## config.mk

```make
export PLATFORM = sky130hd
export DESIGN_NAME = ccr_clock_ctrl
export DESIGN_NICKNAME = d
export VERILOG_FILES = /design/src/ccr_clock_ctrl.v /design/src/ccr_div2.v
export VERILOG_INCLUDE_DIRS = /design/src /design/src/src
export SDC_FILE = /design/constraint.sdc
export NUM_CORES = 1
export LEC_CHECK = 0
export BUFFER_PORTS_ARGS = -buffer_cell sky130_fd_sc_hd__buf_2
export CORE_ASPECT_RATIO = 0.9
export CORE_MARGIN = 5
export CORE_UTILIZATION = 47
export CTS_CLUSTER_SIZE = 12
export DETAILED_ROUTE_END_ITERATION = 7
export PLACE_DENSITY = 0.76
export SLEW_MARGIN = 0
export SYNTH_ARGS = -nofsm -noshare
export SYNTH_HDL_FRONTEND = slang
export SYNTH_SLANG_ARGS = --single-unit
```

## constraint.sdc

```tcl
create_clock -name clk_i -period 1.2 [get_ports clk_i]
set_input_delay 0.24 -clock clk_i [delete_from_list [all_inputs] [get_ports clk_i]]
set_output_delay 0.24 -clock clk_i [all_outputs]
set_load 0.1 [all_outputs]
```

## src/ccr_map.vh

```
/*
 * Register offsets, field positions and reset values of the clock and
 * alignment-reference control registers.
 * Assumes a byte-wide register port with a 12-bit address.
 */
`ifndef CCR_MAP_VH
`define CCR_MAP_VH

`define CCR_ADDR_W 12
`define CCR_OFF_CLOCK_CONFIG_LOWER 12'h080
`define CCR_OFF_ALIGNMENT_REFERENCE_RECEIVER_CONTROL 12'h081
`define CCR_OFF_ALIGNMENT_REFERENCE_HYSTERESIS_LOW 12'h082
`define CCR_OFF_PLL_CONTROL 12'h083

// clock_config_lower fields
`define CCR_CAL_REF_CLOCK_GATE_BIT 4
`define CCR_CLOCK_RECEIVER_POWERDOWN_BIT 3
`define CCR_DUTY_CTRL_ENABLE_BIT 2
`define CCR_RF_CHAIN_ALIGN_ENABLE_BIT 1
`define CCR_RF_DIVIDER_ENABLE_BIT 0
`define CCR_CLOCK_CONFIG_LOWER_MASK 8'h1f
`define CCR_CLOCK_CONFIG_LOWER_RST 8'h1e

// alignment_reference_receiver_control fields
`define CCR_ALIGN_REF_RECEIVER_POWERDOWN_BIT 4
`define CCR_HYSTERESIS_ON_BIT 3
`define CCR_ALIGN_EDGE_SELECT_BIT 2
`define CCR_HYSTERESIS_CODE_HIGH_MSB 1
`define CCR_HYSTERESIS_CODE_HIGH_LSB 0
`define CCR_ALIGNMENT_REFERENCE_RECEIVER_CONTROL_MASK 8'h1f
`define CCR_ALIGNMENT_REFERENCE_RECEIVER_CONTROL_RST 8'h10

// alignment_reference_hysteresis_low
`define CCR_ALIGNMENT_REFERENCE_HYSTERESIS_LOW_MASK 8'hff
`define CCR_ALIGNMENT_REFERENCE_HYSTERESIS_LOW_RST 8'h00

// pll_control fields
`define CCR_VCO_RECALIBRATE_BIT 7
`define CCR_PLL_CONTROL_MASK 8'h80
`define CCR_PLL_CONTROL_RST 8'h00

// hysteresis step per code bit
`define CCR_HYST_STEP_MV 10

`endif

```

## src/ccr_clock_ctrl.v

```verilog
/*
 * Clock path and alignment-reference receiver control registers.
 * Holds four byte registers behind a simple register port, drives the
 * clock gating and receiver controls, the hysteresis code, a
 * divide-by-two sampling enable, a VCO band recalibration pulse and
 * an edge-qualified alignment pulse.
 * Assumes the register port is synchronous to clk_i and the alignment
 * reference input is asynchronous to it.
 */
// How it works
// - cal_ref_clock_gate at 0 lets the clock reach the serializer PLL and calibration logic, at 1 stops it; reset 1.
// - clock_receiver_powerdown at 0 enables the clock input buffer, at 1 powers it down; reset 1.
// - rf_chain_align_enable set lets alignment-reference timing act on the RF clock chain; reset 1.
// - rf_divider_enable at 1 halves the input clock for sampling, at 0 the divider is off; reset 0.
// - align_ref_receiver_powerdown resets to 1 and must be cleared for deterministic-latency use.
// - hysteresis_on at 1 enables the programmable hysteresis, at 0 disables it; reset 0.
// - align_edge_select at 0 aligns on the falling edge, at 1 on the rising edge; reset 0.
// - setting vco_recalibrate restarts VCO band calibration only, nothing else; reset 0.
`timescale 1ns/1ps
`include "ccr_map.vh"
module ccr_clock_ctrl #(
    parameter ADDR_W = `CCR_ADDR_W
) (
    input wire clk_i,
    input wire rst_i,
    input wire [ADDR_W-1:0] reg_addr_i,
    input wire [7:0] reg_wdata_i,
    input wire reg_wr_i,
    input wire reg_rd_i,
    output reg [7:0] reg_rdata_o,
    output reg reg_rvalid_o,
    input wire align_ref_i,
    output wire cal_clk_en_o,
    output wire clock_receiver_en_o,
    output wire duty_ctrl_en_o,
    output wire rf_divider_enable_o,
    output wire samp_en_o,
    output wire align_ref_receiver_en_o,
    output wire hysteresis_on_o,
    output wire align_edge_select_o,
    output wire [9:0] hysteresis_code_o,
    output wire [9:0] hysteresis_eff_code_o,
    output reg vco_recal_start_o,
    output reg align_pulse_o
);
    reg [7:0] clock_config_lower;
    reg [7:0] alignment_reference_receiver_control;
    reg [7:0] alignment_reference_hysteresis_low;
    reg [7:0] pll_control;
    reg [7:0] next_rdata;
    reg ref_meta;
    reg ref_sync;
    reg ref_prev;
    wire hit_ccl;
    wire hit_src;
    wire hit_shl;
    wire hit_plc;
    wire rise;
    wire fall;
    wire edge_hit;

    assign hit_ccl = (reg_addr_i == `CCR_OFF_CLOCK_CONFIG_LOWER);
    assign hit_src = (reg_addr_i == `CCR_OFF_ALIGNMENT_REFERENCE_RECEIVER_CONTROL);
    assign hit_shl = (reg_addr_i == `CCR_OFF_ALIGNMENT_REFERENCE_HYSTERESIS_LOW);
    assign hit_plc = (reg_addr_i == `CCR_OFF_PLL_CONTROL);

    // writes; masks keep reserved positions at zero
    always @(posedge clk_i or posedge rst_i) begin
        if (rst_i) begin
            clock_config_lower <= `CCR_CLOCK_CONFIG_LOWER_RST;
            alignment_reference_receiver_control <= `CCR_ALIGNMENT_REFERENCE_RECEIVER_CONTROL_RST;
            alignment_reference_hysteresis_low <= `CCR_ALIGNMENT_REFERENCE_HYSTERESIS_LOW_RST;
            pll_control <= `CCR_PLL_CONTROL_RST;
        end else if (reg_wr_i) begin
            if (hit_ccl) begin
                clock_config_lower <= reg_wdata_i & `CCR_CLOCK_CONFIG_LOWER_MASK;
            end
            if (hit_src) begin
                alignment_reference_receiver_control <= reg_wdata_i & `CCR_ALIGNMENT_REFERENCE_RECEIVER_CONTROL_MASK;
            end
            if (hit_shl) begin
                alignment_reference_hysteresis_low <= reg_wdata_i & `CCR_ALIGNMENT_REFERENCE_HYSTERESIS_LOW_MASK;
            end
            if (hit_plc) begin
                pll_control <= reg_wdata_i & `CCR_PLL_CONTROL_MASK;
            end
        end
    end

    // read mux; unmapped offsets return zero
    always @* begin
        next_rdata = 8'h00;
        if (hit_ccl) begin
            next_rdata = clock_config_lower;
        end else if (hit_src) begin
            next_rdata = alignment_reference_receiver_control;
        end else if (hit_shl) begin
            next_rdata = alignment_reference_hysteresis_low;
        end else if (hit_plc) begin
            next_rdata = pll_control;
        end
    end

    always @(posedge clk_i or posedge rst_i) begin
        if (rst_i) begin
            reg_rdata_o <= 8'h00;
            reg_rvalid_o <= 1'b0;
        end else begin
            reg_rvalid_o <= reg_rd_i;
            if (reg_rd_i) begin
                reg_rdata_o <= next_rdata;
            end
        end
    end

    assign cal_clk_en_o = ~clock_config_lower[`CCR_CAL_REF_CLOCK_GATE_BIT];
    assign clock_receiver_en_o = ~clock_config_lower[`CCR_CLOCK_RECEIVER_POWERDOWN_BIT];
    // stored as written; software is expected to leave it at 1
    assign duty_ctrl_en_o = clock_config_lower[`CCR_DUTY_CTRL_ENABLE_BIT];
    assign rf_divider_enable_o = clock_config_lower[`CCR_RF_DIVIDER_ENABLE_BIT];
    assign align_ref_receiver_en_o =
        ~alignment_reference_receiver_control[`CCR_ALIGN_REF_RECEIVER_POWERDOWN_BIT];
    assign hysteresis_on_o = alignment_reference_receiver_control[`CCR_HYSTERESIS_ON_BIT];
    assign align_edge_select_o = alignment_reference_receiver_control[`CCR_ALIGN_EDGE_SELECT_BIT];
    assign hysteresis_code_o = {alignment_reference_receiver_control[`CCR_HYSTERESIS_CODE_HIGH_MSB:
        `CCR_HYSTERESIS_CODE_HIGH_LSB], alignment_reference_hysteresis_low};
    // code has no effect while hysteresis is off
    assign hysteresis_eff_code_o = hysteresis_on_o ? hysteresis_code_o : 10'h000;

    ccr_div2 u_div2 (
        .clk_i(clk_i),
        .rst_i(rst_i),
        .div_en_i(rf_divider_enable_o),
        .samp_en_o(samp_en_o)
    );

    // band recalibration only: one pulse when the bit is written from 0 to 1
    always @(posedge clk_i or posedge rst_i) begin
        if (rst_i) begin
            vco_recal_start_o <= 1'b0;
        end else begin
            vco_recal_start_o <= reg_wr_i & hit_plc & reg_wdata_i[`CCR_VCO_RECALIBRATE_BIT]
                & ~pll_control[`CCR_VCO_RECALIBRATE_BIT];
        end
    end

    // alignment reference is asynchronous: two flops before any logic
    always @(posedge clk_i or posedge rst_i) begin
        if (rst_i) begin
            ref_meta <= 1'b0;
            ref_sync <= 1'b0;
            ref_prev <= 1'b0;
        end else begin
            ref_meta <= align_ref_i;
            ref_sync <= ref_meta;
            ref_prev <= ref_sync;
        end
    end

    assign rise = ref_sync & ~ref_prev;
    assign fall = ~ref_sync & ref_prev;
    assign edge_hit = align_edge_select_o ? rise : fall;

    // powered-down receiver or disabled chain timing gives no alignment
    always @(posedge clk_i or posedge rst_i) begin
        if (rst_i) begin
            align_pulse_o <= 1'b0;
        end else begin
            align_pulse_o <= edge_hit & align_ref_receiver_en_o
                & clock_config_lower[`CCR_RF_CHAIN_ALIGN_ENABLE_BIT];
        end
    end
endmodule

```

## src/ccr_div2.v

```verilog
/*
 * Divide-by-two sampling enable for the RF clock path.
 * Assumes one clock; the enable is a level from the register file.
 */
`timescale 1ns/1ps
module ccr_div2 (
    input wire clk_i,
    input wire rst_i,
    input wire div_en_i,
    output wire samp_en_o
);
    reg phase;

    // divider off: every cycle is a sample; on: every second cycle
    always @(posedge clk_i or posedge rst_i) begin
        if (rst_i) begin
            phase <= 1'b0;
        end else if (div_en_i) begin
            phase <= ~phase;
        end else begin
            phase <= 1'b0;
        end
    end

    assign samp_en_o = div_en_i ? phase : 1'b1;
endmodule

```

After elaboration in Yosys (flattened, before gate mapping) --
Index checks and enable logic that the tools add are counted.
Cells by class: reduce and logical (&&, ||, !) cells 4, bitwise logic cells 14, equal/unequal tests 4, multiplexer cells 8
Operators with widths (number):
- $eq 12x8->1 const B | 4
- $mux 8 | 4
- $mux 10 | 1
- $reduce_and 2->1 | 4
- $and 1x1->1 | 7
- $not 1->1 | 7
- $mux 1 | 3
Storage, ports and cells: register bits 34, output and inout bits 39, input bits 25, word-level logic and storage cells 42

Logic depth before layout (Yosys ltp) --
Gate-level depths: netlist (run 1).
depth after elaboration 5, mapped depth 4, gate-level depth less buffers 3

Modules after synthesis --
From an unflattened synthesis (run 1), not the netlist that was laid out.
Second synthesis, totals: cell total of the unflattened synthesis 132, area, all modules 1641.6 µm²
By module, submodules not included:
- ccr_clock_ctrl | area each 1600.3 µm², sequential area each 832.0 µm², instances 1, cells each 128
- ccr_div2 | area each 41.3 µm², sequential area each 25.0 µm², instances 1, cells each 4

Least setup slack after synthesis (run 1) --
OpenSTA, ideal clock, no wires.
path kind reg-to-output, start reg alignment_reference_receiver_control[3], end out hysteresis_eff_code_o[0], buffers on the path 1, arrival 1.967 ns, path slack -1.007 ns, data required time 0.960 ns, cell stages (with the launch flop) 3, path through dfrtp_1 -> clkbuf_1 -> and2_1
On the way: word-level cells in the longest chain between the ends 1
RTL lines:
- from (decl) | line ccr_clock_ctrl.v:47 | reg [7:0] alignment_reference_receiver_control;
- from (signal assigned) | line ccr_clock_ctrl.v:71 | alignment_reference_receiver_control <= `CCR_ALIGNMENT_REFERENCE_RECEIVER_CONTROL_RST;
- from (signal assigned) | line ccr_clock_ctrl.v:79 | alignment_reference_receiver_control <= reg_wdata_i & `CCR_ALIGNMENT_REFERENCE_RECEIVER_CONTROL_MASK;
- $mux 10 | line ccr_clock_ctrl.v:128 | assign hysteresis_eff_code_o = hysteresis_on_o ? hysteresis_code_o : 10'h000;
- to (decl) | line ccr_clock_ctrl.v:42 | output wire [9:0] hysteresis_eff_code_o,
No other way between the ends.

Worst setup path in the final report (run 1) --
start reg alignment_reference_receiver_control[3], end out hysteresis_eff_code_o[1]
The elaborated chain is that of the path after synthesis.

==> results of run 1 <==
==> flip-flops by register name, summed over array words and instances (netlist names) <==
register and count:
align_pulse_o 1, u_div2.phase 1, ref_meta 1, ref_sync 1, vco_recal_start_o 1, alignment_reference_hysteresis_low 8, reg_rvalid_o 1, alignment_reference_receiver_control 5
ref_prev 1, reg_rdata_o 8, pll_control 1, clock_config_lower 5
==> layout make-up <==
class / instances / area, um^2
inverter: 13 / 52.6
fill: 103 / 239
multi-input combinational: 70 / 717
clock inverter: 1 / 5.00
clock buffer: 7 / 86.3
timing repair buffer: 83 / 1100
tap: 42 / 52.6
sequential: 34 / 890
==> final timing paths <==
check | start | endpoint | slack, ns | cells after the start
setup / recovery | alignment_reference_receiver_control[3] | hysteresis_eff_code_o[1] | -0.25 | 2
hold / removal | align_ref_i | ref_meta | 0.05 | 1
setup reg to reg | clock_config_lower[0] | reg_rdata_o[0] | -0.02 | 4
hold reg to reg | ref_meta | ref_sync | 0.35 | 0
max in group asynchronous | rst_i | clock_config_lower[3] | 0.41 | 4
min in group asynchronous | rst_i | reg_rdata_o[7] | 0.54 | 4
==> cells in the final DEF (no fill, tap or decap), types with 2 or more instances in the layout <==
cell	n
nor2_1	2
buf_12	40
dfrtp_2	17
buf_4	15
inv_1	9
dfrtp_4	2
nor2b_2	2
o22ai_1	9
nand4_4	3
nand2_1	4
and2_4	10
clkbuf_8	6
buf_2	21
nand4_1	2
dfstp_2	4
mux2_4	2
a2bb2oi_2	4
inv_2	3
mux2i_1	4
buf_6	6
dfrtp_1	10
mux2_2	18
==> per-layer routing <==
layer / part of all wire / vias up / track usage
li1: - / 592 / -
met3: 0.077 / 16 / 0.0742
met2: 0.52 / 87 / 0.469
met4: 0.030 / 0 / 0.110
met1: 0.37 / 723 / 0.297
met5: 0 / - / 0
==> power breakdown <==
part           switching, mW  total [mW]  internal, mW
sequential            0.0104        1.17          1.16
combinational          0.145       0.253         0.108
clock                  0.425       0.888         0.463
==> what timing repair did <==
action | 4_1_cts | 5_1_grt
hold buffers | 1 | 0
endpoints found under the setup margin | 27 | 31
setup buffers | 5 | 2
resized for setup | 19 | 12
pin swaps | 4 | 2
hold endpoints to repair | 29 | 0
==> cells by family after synthesis <==
logic type	share of synthesized area
flops	0.547
simple gates	0.160
mux	0.176
buf+inv	0.0535
compound gates	0.0639
==> stage by stage <==
stage | instances | hold WS [ns] | instance area [um^2]
floorplan | 123 | 0.271 | 1650
global placement | 234 | 0.287 | 2620
detailed placement | 234 | 0.291 | 2620
CTS | 248 | 0.0543 | 2830
global route | 250 | 0.0498 | 2900
finish | 250 | 0.0524 | 2900
==> run_results.csv, run 1 <==
group,metric,value,unit
synthesis,synth_most_common_cell,"dfrtp_1",
final_layout,n_antenna_cell,0,
timing,rsz0062_at_grt,"yes",
power_and_ir_drop,finalPower,2.31,mW
clock_tree,clk_path_buf_depth,2,
placement,dp_slack,-0.319,ns
detailed_routing,wl,6.11,mm
synthesis,synth_area,0.00157,mm^2
timing,max_freq,0.689,GHz
timing,fin_skew,0.00435,ns
synthesis,synth_edf_count,0,
synthesis,synthesis.instances,123,
clock_tree,cts_sinks,34,
floorplanning,die_w,70.9,um
worst_hold_path,hold_class,"input pin to flip-flop",
grt,track_usage,0.263,
detailed_routing,drt_iter0_drc,68,
synthesis,synth_common_cells,"dfrtp_1 (29), mux2_2 (19), inv_1 (13)",
clock_tree,cts_inserted_buffers,5,
grt,grt_max_degree,35,
synthesis,synth.distinct_cells,25,
detailed_routing,dr.pass1.iters,4,
synthesis,netlist_top_cells_area,"dfrtp_1 (46%), mux2_2 (14%), dfstp_2 (8.4%), and2_1 (4.0%), o22ai_1 (3.6%)",
floorplanning,die_height,64.8,um
critical_path,cp-start-kind,"flip-flop",
detailed_routing,ant_nets,0,
power_and_ir_drop,pwr_density_cell,796,mW/mm^2
final_layout,syn_to_final_growth,85.1,%
placement,gp_congestion,0.822,
clock_tree,htree_levels,2,
floorplanning,die_area,0.00459,mm^2
detailed_routing,drc_errors,0,
synthesis,async_reset_ff_frac,1.00,
job,cap_violations,0,
critical_path,worstPathMaxFanout,13,
synthesis,synth_top_area_cell,"dfrtp_1",
grt,overflow,0,
grt,antenna_found_initial,0,
placement,portBuffers,63,
synthesis,synth_nets,148,
timing,slew_viol_final,0,
grt,grt_pass1_vias,1552,
timing,report.final.hold_viol_count,0,
synthesis,synth.ff_latch_count,34,
critical_path,cp_top_family,"flip-flops",
placement,dp_hpwl,3.48,mm
status,outcome,"finished with violations",
critical_path,cp-end-kind,"output pin",
critical_path,crit_buf_inv,1,
detailed_routing,vias,1418,
synthesis,synth-seq-area-share,0.547,
timing,setup_viol,30,
power_and_ir_drop,peakVddDrop,1.01,mV
detailed_routing,wl_per_cell,24.4,um
clock_tree,cts_tree,"built",
synthesis,avgSynthCellArea,12.7,um^2
critical_path,cp_slowest_cell,"dfrtp_4",
critical_path,worstPathRequired,0.96,ns
final_layout,drive_above_1_share,0.774,
timing,fin_setup_tns,-3.60,ns
floorplanning,io_pins,64,
critical_path,crit_type,"flip-flop to output pin",
floorplanning,start_util,0.499,
power_and_ir_drop,power_leakage,1.30,nW
synthesis,yosysTopAreaCellShare,0.463,
floorplanning,num_rows,19,
detailed_routing,via_per_inst,5.67,
synthesis,synth_top_flop_cell,"dfrtp_1",
status,violations,"negative setup slack",
synthesis,yosysWarnings,0,
floorplanning,core-area,0.00314,mm^2
timing,timing.final.crit_share,1.21,
critical_path,crit_chain,"and2_4 -> buf_12",
clock_tree,clk_latency,0.29,ns
clock_tree,clk_pin_slew,0.07,ns
final_layout,final_nets,232,
final_layout,fin_util,0.924,
timing,tightest_slew,0.361,ns
timing,worst_slack,-0.252,ns
critical_path,cp_data_arrival_time,1.21,ns
timing,relSlewSlack,0.756,
clock_tree,cts-root-buf,"clkbuf_8",
timing,min_period,1.45,ns
critical_path,max_stage_delay,0.57,ns
grt,grt_pass1_wl,9.05,mm
(Power assumes the default switching activity.)
==> inputs of run 2 (changes only) <==
==> constraint.sdc (replaced) <==
create_clock -name clk_i -period 1.4 [get_ports clk_i]
set_input_delay 0.28 -clock clk_i [delete_from_list [all_inputs] [get_ports clk_i]]
set_output_delay 0.28 -clock clk_i [all_outputs]
set_load 0.1 [all_outputs]
==> run_results.csv, run 2 (synthesized netlist as in run 1, its figures left out) <==
group,metric,value,unit
final_layout,final_common_cell,"buf_2",
final_layout,final_nets,225,
critical_path,worstPathRequired,1.12,ns
grt,overflow,0,
worst_hold_path,hold_class,"input pin to async pin",
critical_path,cp_data_arrival_time,1.19,ns
grt,track_usage,0.188,
placement,placed_cell_area,0.00236,mm^2
floorplanning,die_height,64.8,um
detailed_routing,ant_nets,0,
floorplanning,die_area,0.00459,mm^2
timing,report.final.hold_viol_count,0,
timing,fin_skew,0.00772,ns
timing,timing.hold.ws,0.0697,ns
grt,antenna_found_initial,0,
floorplanning,core-area,0.00314,mm^2
floorplanning,start_util,0.499,
floorplanning,io_pins,64,
clock_tree,cts-root-buf,"clkbuf_8",
final_layout,final_cell_mix,"buf_2 (34), buf_12 (23), mux2_2 (19)",
placement,dp_slack,-0.128,ns
clock_tree,clk_path_buf_depth,2,
status,outcome,"finished with violations",
critical_path,cp-end-kind,"output pin",
detailed_routing,drt_iter0_drc,47,
final_layout,nFillCells,194,
detailed_routing,via_per_inst,5.15,
grt,grt_pass1_wl,6.72,mm
clock_tree,htree_levels,2,
grt,grt_max_degree,35,
clock_tree,cts_inserted_buffers,5,
final_layout,drive_above_1_share,0.677,
grt,grt_pass1_vias,1338,
placement,dp_hpwl,2.99,mm
clock_tree,clk_latency,0.28,ns
timing,setup_viol,12,
timing,timing.final.crit_share,1.05,
placement,portBuffers,63,
final_layout,largest_registers,"alignment_reference_hysteresis_low: 8 flops, reg_rdata_o: 8 flops",
detailed_routing,drc_errors,0,
floorplanning,num_rows,19,
final_layout,n_antenna_cell,0,
clock_tree,clk_pin_slew,0.07,ns
clock_tree,cts_sinks,34,
timing,max_freq,0.681,GHz
detailed_routing,vias,1252,
timing,min_period,1.47,ns
placement,gp_congestion,0.768,
final_layout,syn_to_final_growth,60.3,%
final_layout,final_area,0.00251,mm^2
detailed_routing,wl_per_cell,16.3,um
timing,rsz0062_at_grt,"yes",
status,violations,"negative setup slack",
timing,worst_slack,-0.0675,ns
critical_path,worstPathMaxFanout,13,
final_layout,fin_util,0.800,
floorplanning,die_w,70.9,um
timing,relSlewSlack,0.674,
power_and_ir_drop,pwr_density_cell,755,mW/mm^2
detailed_routing,dr.pass1.iters,4,
critical_path,crit_type,"flip-flop to output pin",
timing,tightest_slew,0.492,ns
detailed_routing,wl,3.97,mm
timing,fin_setup_tns,-0.704,ns
critical_path,cp-start-kind,"flip-flop",
timing,slew_viol_final,0,
clock_tree,cts_tree,"built",
job,cap_violations,0,
power_and_ir_drop,peakVddDrop,0.986,mV
power_and_ir_drop,power_leakage,1.20,nW
## run 2: what timing repair did
item / in CTS / in global routing
endpoints found under the setup margin: 14 / 19
hold buffers: 0 / 0
setup buffers: 2 / 1
resized for setup: 3 / 9
hold endpoints to repair: 0 / 0
pin swaps: 3 / 0
## run 2: path summary, 6_finish.rpt
kind | from | to | slack (ns) | cells after the start
min | rst_i | vco_recal_start_o | 0.07 | 3
min in group clk_i | align_ref_i | ref_meta | 0.11 | 1
max in group asynchronous | rst_i | alignment_reference_receiver_control[4] | 0.98 | 3
max reg2reg | clock_config_lower[0] | reg_rdata_o[0] | 0.27 | 4
min reg2reg | ref_meta | ref_sync | 0.36 | 0
max | alignment_reference_receiver_control[3] | hysteresis_eff_code_o[8] | -0.07 | 2
## run 2: area by class of cell
| type | instances | area (um^2) | area share |
|---|---|---|---|
| multi-input cells | 70 | 658 | 0.262 |
| clock inverters | 1 | 5.00 | 0.00199 |
| well taps | 42 | 52.6 | 0.0209 |
| clock buffers | 7 | 86.3 | 0.0344 |
| repair buffers | 76 | 781 | 0.311 |
| inverters | 13 | 52.6 | 0.0209 |
| flip-flops and latches | 34 | 876 | 0.349 |
## run 2: critical path, cell delays in order, from the launching register on
cell and delay [ns]:
dfrtp_4 0.57, and2_4 0.18, buf_12 0.16
## run 2: routing by layer
layer	track usage	share of wire
met2	0.316	0.52
met1	0.223	0.38
met5	0	0
met4	0.0493	0.0048
met3	0.0804	0.10
## run 2: stage by stage
stage	cells	power, mW
after floorplan	123	1.10
after global placement	232	1.18
after detailed placement	232	1.18
after CTS	242	1.91
after global routing	243	1.97
final	243	1.90
## run 2: power by group
group	total (mW)	internal, mW	switching (mW)
registers	0.998	0.992	0.00620
logic	0.165	0.0648	0.0998
clock network	0.734	0.396	0.338
total	1.90	1.45	0.444
